<file path="src/inc/pracc_pkg.sv">
// Constants and types for the page-ROM access control block.
// Assumes a 32-bit byte address on the register port and 16-bit register data.
package pracc_pkg;

  // Register byte addresses
  localparam logic [31:0] PRACC_ADDR_PAGE_ROM_CONFIG = 32'hC0000024;
  localparam logic [31:0] PRACC_ADDR_BLOCK7_CTRL = 32'hC0000100;
  localparam logic [31:0] PRACC_ADDR_ACCESS_STATUS = 32'hC0000104;

  // page_rom_config fields
  localparam int PRACC_PS_BIT = 0;
  localparam int PRACC_PWS_LSB = 1;
  localparam int PRACC_PWS_MSB = 2;
  localparam logic [15:0] PRACC_PAGE_ROM_CONFIG_RESET = 16'h0006;
  localparam logic [15:0] PRACC_PAGE_ROM_CONFIG_MASK = 16'h0007;

  // block7_ctrl fields
  localparam int PRACC_CT7_BIT = 0;
  localparam int PRACC_WS7_LSB = 1;
  localparam int PRACC_WS7_MSB = 3;
  localparam int PRACC_BUS32_BIT = 4;
  localparam logic [15:0] PRACC_BLOCK7_CTRL_RESET = 16'h000E;
  localparam logic [15:0] PRACC_BLOCK7_CTRL_MASK = 16'h001F;

  // access_status fields
  localparam int PRACC_ST_BUSY_BIT = 0;
  localparam int PRACC_ST_OFFPAGE_BIT = 1;
  localparam int PRACC_ST_PAGE8_BIT = 2;
  localparam int PRACC_ST_WAITS_LSB = 4;

  // Page boundaries: 16-byte page uses address bit 4 up, 8-byte page bit 3 up
  localparam int PRACC_ADDR_W = 24;
  localparam int PRACC_PAGE16_LSB = 4;
  localparam int PRACC_PAGE8_LSB = 3;

  localparam int PRACC_WAIT_W = 3;
  localparam logic [PRACC_WAIT_W-1:0] PRACC_WAIT_ZERO = 3'h0;
  localparam logic [PRACC_WAIT_W-1:0] PRACC_WAIT_ONE = 3'h1;

  typedef enum logic [1:0] {
    PRACC_IDLE = 2'b01,
    PRACC_WAIT = 2'b10
  } pracc_state_t;

endpackage

</file>
<file path="src/rtl/pracc_top.sv">
// Page-ROM access control: on/off-page decision and wait insertion for block 7.
// Assumes the bus controller core issues one access request at a time and
// drives the register port synchronously to mclk.
//
// Chosen here: the plain strobed port.
`timescale 1ns/100ps

// Contract
// - On-page accesses get 0 to 3 waits from config bits 2..1.
// - Page settings act only when block 7 selects the page-ROM cycle.
// - Off-page waits come from the block 7 wait setting.
// - Page size bit clear: 16-byte page, first burst access off-page.
// - Page size set on 16-bit bus: 8-byte page, accesses 1 and 5 off-page.
// - 32-bit bus ignores page size bit; only first of four off-page.
module pracc_top (
  input wire logic mclk, // bus clock, 250 MHz
  input wire logic resetn, // async reset, active low
  input wire logic [31:0] reg_addr, // register byte address
  input wire logic [15:0] reg_wdata, // register write data
  input wire logic reg_wr, // register write strobe
  input wire logic reg_rd, // register read strobe
  output logic [15:0] reg_rdata, // read data, cycle after reg_rd
  input wire logic acc_req, // access request pulse
  input wire logic acc_first, // request is first of a burst
  input wire logic [23:0] acc_addr, // access byte address
  output logic acc_busy, // access in progress
  output logic acc_offpage, // last access was off-page
  output logic [2:0] acc_waits, // waits applied to last access
  output logic acc_done // access end pulse
);

  logic [15:0] page_rom_config;
  logic [15:0] block7_ctrl;
  logic [15:0] next_page_rom_config;
  logic [15:0] next_block7_ctrl;
  logic [15:0] next_reg_rdata;

  pracc_pkg::pracc_state_t state;
  pracc_pkg::pracc_state_t next_state;
  logic [23:0] last_addr;
  logic [23:0] next_last_addr;
  logic next_acc_offpage;
  logic [2:0] next_acc_waits;
  logic next_acc_busy;

  logic page_mode;
  logic page8;
  logic same_page;
  logic [1:0] onpage_wait_count;
  logic [2:0] block7_wait_states;
  logic take;
  logic offpage_now;
  logic [2:0] waits_now;
  logic wg_done;

  // Register file
  always_comb begin
    next_page_rom_config = page_rom_config;
    next_block7_ctrl = block7_ctrl;
    next_reg_rdata = 16'h0000;
    if (reg_wr) begin
      if (reg_addr == pracc_pkg::PRACC_ADDR_PAGE_ROM_CONFIG) begin
        next_page_rom_config = reg_wdata & pracc_pkg::PRACC_PAGE_ROM_CONFIG_MASK;
      end
      if (reg_addr == pracc_pkg::PRACC_ADDR_BLOCK7_CTRL) begin
        next_block7_ctrl = reg_wdata & pracc_pkg::PRACC_BLOCK7_CTRL_MASK;
      end
    end
    if (reg_rd) begin
      unique case (reg_addr)
        pracc_pkg::PRACC_ADDR_PAGE_ROM_CONFIG: begin
          next_reg_rdata = page_rom_config;
        end
        pracc_pkg::PRACC_ADDR_BLOCK7_CTRL: begin
          next_reg_rdata = block7_ctrl;
        end
        pracc_pkg::PRACC_ADDR_ACCESS_STATUS: begin
          next_reg_rdata[pracc_pkg::PRACC_ST_BUSY_BIT] = acc_busy;
          next_reg_rdata[pracc_pkg::PRACC_ST_OFFPAGE_BIT] = acc_offpage;
          next_reg_rdata[pracc_pkg::PRACC_ST_PAGE8_BIT] = page8;
          next_reg_rdata[pracc_pkg::PRACC_ST_WAITS_LSB +: 3] = acc_waits;
        end
        default: begin
          next_reg_rdata = 16'h0000;
        end
      endcase
    end
  end

  always_ff @(posedge mclk or negedge resetn) begin
    if (!resetn) begin
      page_rom_config <= pracc_pkg::PRACC_PAGE_ROM_CONFIG_RESET;
      block7_ctrl <= pracc_pkg::PRACC_BLOCK7_CTRL_RESET;
      reg_rdata <= 16'h0000;
    end else begin
      page_rom_config <= next_page_rom_config;
      block7_ctrl <= next_block7_ctrl;
      reg_rdata <= next_reg_rdata;
    end
  end

  // Field decode
  assign onpage_wait_count =
    page_rom_config[pracc_pkg::PRACC_PWS_MSB:pracc_pkg::PRACC_PWS_LSB];
  assign block7_wait_states =
    block7_ctrl[pracc_pkg::PRACC_WS7_MSB:pracc_pkg::PRACC_WS7_LSB];
  assign page_mode = block7_ctrl[pracc_pkg::PRACC_CT7_BIT];
  assign page8 = page_rom_config[pracc_pkg::PRACC_PS_BIT]
               & ~block7_ctrl[pracc_pkg::PRACC_BUS32_BIT];

  assign same_page = page8
    ? (acc_addr[23:pracc_pkg::PRACC_PAGE8_LSB] == last_addr[23:pracc_pkg::PRACC_PAGE8_LSB])
    : (acc_addr[23:pracc_pkg::PRACC_PAGE16_LSB] == last_addr[23:pracc_pkg::PRACC_PAGE16_LSB]);

  // Requests arriving while an access runs are ignored
  assign take = acc_req & (state == pracc_pkg::PRACC_IDLE);

  // Without page mode every access is a plain block 7 cycle
  // first access off-page
  assign offpage_now = ~page_mode | acc_first | ~same_page;

  assign waits_now = offpage_now ? block7_wait_states : {1'b0, onpage_wait_count};

  // Access sequencing
  always_comb begin
    next_state = state;
    next_last_addr = last_addr;
    next_acc_offpage = acc_offpage;
    next_acc_waits = acc_waits;
    unique case (state)
      pracc_pkg::PRACC_IDLE: begin
        if (take) begin
          next_state = pracc_pkg::PRACC_WAIT;
          next_last_addr = acc_addr;
          next_acc_offpage = offpage_now;
          next_acc_waits = waits_now;
        end
      end
      pracc_pkg::PRACC_WAIT: begin
        if (wg_done) begin
          next_state = pracc_pkg::PRACC_IDLE;
        end
      end
      default: begin
        next_state = pracc_pkg::PRACC_IDLE;
      end
    endcase
    next_acc_busy = (next_state == pracc_pkg::PRACC_WAIT);
  end

  always_ff @(posedge mclk or negedge resetn) begin
    if (!resetn) begin
      state <= pracc_pkg::PRACC_IDLE;
      last_addr <= 24'h000000;
      acc_offpage <= 1'b0;
      acc_waits <= 3'h0;
      acc_busy <= 1'b0;
    end else begin
      state <= next_state;
      last_addr <= next_last_addr;
      acc_offpage <= next_acc_offpage;
      acc_waits <= next_acc_waits;
      acc_busy <= next_acc_busy;
    end
  end

  pracc_wait_gen u_wait (
    .mclk(mclk),
    .resetn(resetn),
    .load(take),
    .count(waits_now),
    .busy(),
    .done(wg_done)
  );

  assign acc_done = wg_done;

endmodule

</file>
<file path="src/rtl/pracc_wait_gen.sv">
// Wait-state counter for one bus access.
// Assumes load is a one-cycle pulse given only while not busy.
`timescale 1ns/100ps
module pracc_wait_gen (
  input wire logic mclk, // bus clock
  input wire logic resetn, // async reset, active low
  input wire logic load, // start counting
  input wire logic [pracc_pkg::PRACC_WAIT_W-1:0] count, // wait states
  output logic busy, // counting
  output logic done // one-cycle end pulse
);

  logic [pracc_pkg::PRACC_WAIT_W-1:0] cnt;
  logic [pracc_pkg::PRACC_WAIT_W-1:0] next_cnt;
  logic next_busy;
  logic next_done;

  always_comb begin
    next_cnt = cnt;
    next_busy = busy;
    next_done = 1'b0;
    if (load) begin
      next_cnt = count;
      next_busy = 1'b1;
    end else if (busy) begin
      if (cnt == pracc_pkg::PRACC_WAIT_ZERO) begin
        next_busy = 1'b0;
        next_done = 1'b1;
      end else begin
        next_cnt = cnt - pracc_pkg::PRACC_WAIT_ONE;
      end
    end
  end

  always_ff @(posedge mclk or negedge resetn) begin
    if (!resetn) begin
      cnt <= pracc_pkg::PRACC_WAIT_ZERO;
      busy <= 1'b0;
      done <= 1'b0;
    end else begin
      cnt <= next_cnt;
      busy <= next_busy;
      done <= next_done;
    end
  end

endmodule

</file>
<file path="config.mk">
export PLATFORM = sky130hd
export DESIGN_NAME = pracc_top
export DESIGN_NICKNAME = d
export VERILOG_FILES = /design/src/inc/pracc_pkg.sv /design/src/rtl/pracc_top.sv /design/src/rtl/pracc_wait_gen.sv
export SDC_FILE = /design/constraint.sdc
export NUM_CORES = 1
export LEC_CHECK = 0
export BUFFER_PORTS_ARGS = -buffer_cell sky130_fd_sc_hd__clkbuf_2
export CAP_MARGIN = 20
export CORE_UTILIZATION = 52
export CTS_CLUSTER_SIZE = 24
export DETAILED_ROUTE_END_ITERATION = 8
export PLACE_DENSITY = 0.87
export SLEW_MARGIN = 20
export SYNTH_ARGS = -nofsm -noshare
export SYNTH_HDL_FRONTEND = slang
export SYNTH_SLANG_ARGS = --single-unit
</file>
<file path="constraint.sdc">
create_clock -name mclk -period 3.3 [get_ports mclk]
set_input_delay 0.33 -clock mclk [delete_from_list [all_inputs] [get_ports mclk]]
set_output_delay 0.33 -clock mclk [all_outputs]
set_load 0.01 [all_outputs]
</file>
==> results <==
- The post-placement worst setup slack is approximately 1200 ps.
- At the pin with the least slew margin, the transition time is 773 ps.
- The worst-case clock skew is approximately 6.6 ps.
- The DRC violation count after routing is 0.
- The number of antenna violations at the first check in global routing is 0.
- Of the cells placed in the final design, the portion with a size suffix greater than 1 is roughly 44%.
- The number of enable flip-flop cells after synthesis is 0.
- The die is around 70 um tall.
- In this run the tightest slew margin relative to its limit is between 40% and 50%.
- From synthesis to final layout, the design area changed by 20.8%.
- Summing the sequential cell areas from Yosys gives around 50% of the chip area.
- The final max-slew violation count is 0.
- The placed wire-length estimate is about 3700 um.
- Synthesis produced a netlist whose cell count is between 200 and 250.
- The number of buffer and inverter instances along the worst setup path is 1.
- The first-pass detailed-route iteration total is 4.
- The worst setup path is of the reg -> reg kind.
- The final number of hold-violating endpoints is 0.
- The clock tree from TritonCTS is done.
- The clock passes through at most 2 buffers.
- The maximum number of pins on one net before global-route repair is 33.
- In the synthesized netlist the async set-or-reset flop fraction comes to between 90% and 100%.
- In the routed layout, each cell is associated on average with a via count of around 5.3.
- The data required time at the worst endpoint is 3490 ps.
- Traced cell by cell, the critical path runs through ha_1, and2_1, buf_4, mux2_2.
- The first global-routing pass estimated around 8400 um of wire.
- The tool flagged a number of max-cap violations equal to 0.
- After synthesis the cells add up to ~2400 sq um.
- Of the available clock period, the critical path in the final layout requires between 60% and 70%.
- The count of unique library cells instantiated by Yosys is 40.
- The routability congestion estimate is between 0.7 and 0.8.
- The cell with the largest stage delay on the worst path is sky130_fd_sc_hd__dfstp_2.
- The clock slew at the register clock pins of the worst setup and hold paths is 90 ps.
- Setup violations remaining at the end of the flow were counted as 0.
- The H-tree was split into 2 levels.
- Dividing the detail-routed wire length by the instance count gives roughly 14 um.
- The effective utilization at floorplan is 54.8%.
- Summing over every cut layer, the via total after detailed routing is approximately 1800.
- Once detail routing completed, the nets flagged for antenna violations numbered 0.
- The hold buffer count at CTS is 0.
- The launch point of the worst reg-to-reg path is state[0].
- The count of pins on the block boundary is 100.
- The die footprint is approximately 4900 sq um.
- The worst IR drop on VDD is 0.455 mV.
- The element type at the critical path end is a register.
- After floorplanning, the core was sized to cover around 4400 sq um.
- The number of global-route vias before repair is roughly 1800.
- The insertion delay of the later-clocked pin in the worst-skew pair is around 300 ps.
- The tightest min-delay check is of the in -> async type.
- The number of buffers inserted during clock tree synthesis is 5.
- Setup repair after global routing left no endpoint under its margin.
- The most frequently used flop master after synthesis is sky130_fd_sc_hd__dfrtp_1.
- Among cell families on the critical path, the largest total delay comes from flip-flops.
- In this run, the number of DRC markers left after iteration 0 of detailed routing was 163.
- The floorplan row count is 24.
- Power spread over the standard cell area amounts to ~680 nW/um^2.
- The leakage component of the power is around 1.4 nW.
- At the end of the flow the core is filled with cells to about two thirds.
- The clock drives 48 sinks.
- For this block, the routed nets add up to between 4000 and 5000 um of wire.
- Summed over all layers, the global routing overflow is 0.
- Post-CTS timing repair inserted 0 buffers for setup.
- The launching element type of the critical path is a register.
- The run finished with clean final reports.
- A synthesized cell averages roughly 12 sq um.
- The floorplan step set the die width to about 70 um.
- The minimum clock period is roughly 2000 ps.
- The number of antenna diodes in the final layout is 0.
- The data arrival time at the worst-slack endpoint is ~2300 ps.
- The tree is rooted in a sky130_fd_sc_hd__clkbuf_8.
- The setup TNS is 0 ps.
- The Yosys warning count is 0.
- In the post-route analysis, the smallest setup slack over all paths is between 1000 and 1500 ps.
- After the last flow step, the layout net total stands at 366.
- The highest clock rate is slightly below 500 MHz.
- The most critical setup path has its startpoint at state[0].
- The synthesis-stage register bit count is 48.
- In this run the worst path has a maximum fanout of 15.
- Input and output buffers added on the ports amount to 76.
- The largest single stage delay on the critical path is about 550 ps.
- For this run, the total global-route usage over all layers was measured as between 20% and 30%.
- The number of gates resized after CTS was 0.
==> cell usage after synthesis, types with 2 or more instances <==
| cell | count | area share, % |
|---|---|---|
| sky130_fd_sc_hd__a21oi_1 | 4 | 0.83 |
| sky130_fd_sc_hd__a221o_1 | 2 | 0.83 |
| sky130_fd_sc_hd__a221oi_1 | 2 | 0.72 |
| sky130_fd_sc_hd__a22o_1 | 3 | 1.1 |
| sky130_fd_sc_hd__a22oi_1 | 3 | 0.93 |
| sky130_fd_sc_hd__and2_1 | 3 | 0.78 |
| sky130_fd_sc_hd__buf_4 | 9 | 2.8 |
| sky130_fd_sc_hd__clkbuf_1 | 4 | 0.62 |
| sky130_fd_sc_hd__dfrtp_1 | 42 | 43 |
| sky130_fd_sc_hd__dfstp_2 | 6 | 6.5 |
| sky130_fd_sc_hd__ha_1 | 4 | 2.1 |
| sky130_fd_sc_hd__inv_1 | 11 | 1.7 |
| sky130_fd_sc_hd__mux2_2 | 24 | 11 |
| sky130_fd_sc_hd__mux2_4 | 5 | 3.1 |
| sky130_fd_sc_hd__nand2_1 | 6 | 0.93 |
| sky130_fd_sc_hd__nand2b_1 | 2 | 0.52 |
| sky130_fd_sc_hd__nand3_1 | 3 | 0.62 |
| sky130_fd_sc_hd__nand4_1 | 6 | 1.6 |
| sky130_fd_sc_hd__nor2_1 | 13 | 2.0 |
| sky130_fd_sc_hd__nor2b_1 | 3 | 0.78 |
| sky130_fd_sc_hd__nor3_1 | 3 | 0.62 |
| sky130_fd_sc_hd__nor3_4 | 2 | 1.3 |
| sky130_fd_sc_hd__nor4_1 | 2 | 0.52 |
| sky130_fd_sc_hd__nor4b_1 | 3 | 1.1 |
| sky130_fd_sc_hd__o21ai_0 | 2 | 0.41 |
| sky130_fd_sc_hd__or4_1 | 2 | 0.62 |
| sky130_fd_sc_hd__xnor2_1 | 22 | 8.0 |
==> state kept, by name, summed over array words and instances (netlist names) <==
| register | flops |
|---|---|
| u_wait.busy | 1 |
| acc_offpage | 1 |
| state | 2 |
| acc_waits | 3 |
| reg_rdata | 7 |
| u_wait.done | 1 |
| page_rom_config | 3 |
| acc_busy | 1 |
| block7_ctrl | 5 |
| last_addr | 21 |
| u_wait.cnt | 3 |
==> power by group <==
group / switching [W] / internal, W
Clock: 0.000190 / 0.000170
Combinational: 0.000317 / 0.000384
Sequential: 0.000131 / 0.000782
==> cell type report <==
type                            count  area [sq um]
Fill cell                         319          1500
Tap cell                           52          65.1
Multi-Input combinational cell    140          1110
Timing Repair Buffer               78           395
Sequential cell                    48          1210
Inverter                           11          41.3
Clock buffer                        7          86.3
Clock inverter                      1          7.51
==> path summary, 6_finish.rpt <==
| path | cells past startpoint | slack [ps] | to |
|---|---|---|---|
| worst max-delay path | 4 | 1240 | last_addr[10] |
| worst min-delay path | 1 | 90 | acc_waits[2] |
| worst max register to register | 4 | 1240 | last_addr[10] |
| worst min register to register | 1 | 510 | u_wait.done |
| max in group asynchronous | 2 | 2490 | acc_busy |
| min in group mclk | 2 | 260 | block7_ctrl[3] |
==> kinds of logic after synthesis <==
family                     after synthesis  synth area share [%]
and+or+nand+nor                         53                  13.3
DFF                                     48                  50.0
muxes                                   30                  14.7
buffers and inverters                   24                  5.12
AOI/OAI and AO/OA                       22                  6.73
xor gates and xnor gates                22                  7.97
adders and majority gates                4                  2.07
other                                    1                 0.155
==> metrics by stage <==
step                total power, W  instances  area [sq um]  hold WS (ps)
global placement           0.00157        329          2830           436
finish                     0.00197        337          2920          90.8
detailed placement         0.00161        329          2830           435
floorplan                  0.00143        212          2450          34.4
CTS                        0.00198        337          2920           107
global route               0.00211        337          2920           148
==> per-layer routing <==
| layer | vias up | GRT usage, % | share of wire, % |
|---|---|---|---|
| met5 | - | 0 | 0 |
| met4 | 0 | 9.33 | 3.0 |
| met3 | 14 | 4.76 | 5.3 |
| met2 | 57 | 35.3 | 49 |
| met1 | 840 | 28.6 | 43 |
| li1 | 862 | - | - |
==> layout by cell type (no fill, tap or decap), drive strengths merged, types with 4 or more instances in the layout <==
master / n
inv: 11
mux2: 29
nand2: 6
ha: 4
clkbuf: 83
nor2: 14
dfstp: 6
dfrtp: 42
conb: 9
nor3: 5
xnor2: 22
a21oi: 4
nand4: 7
No activity file was read; power rests on OpenSTA's default activity.
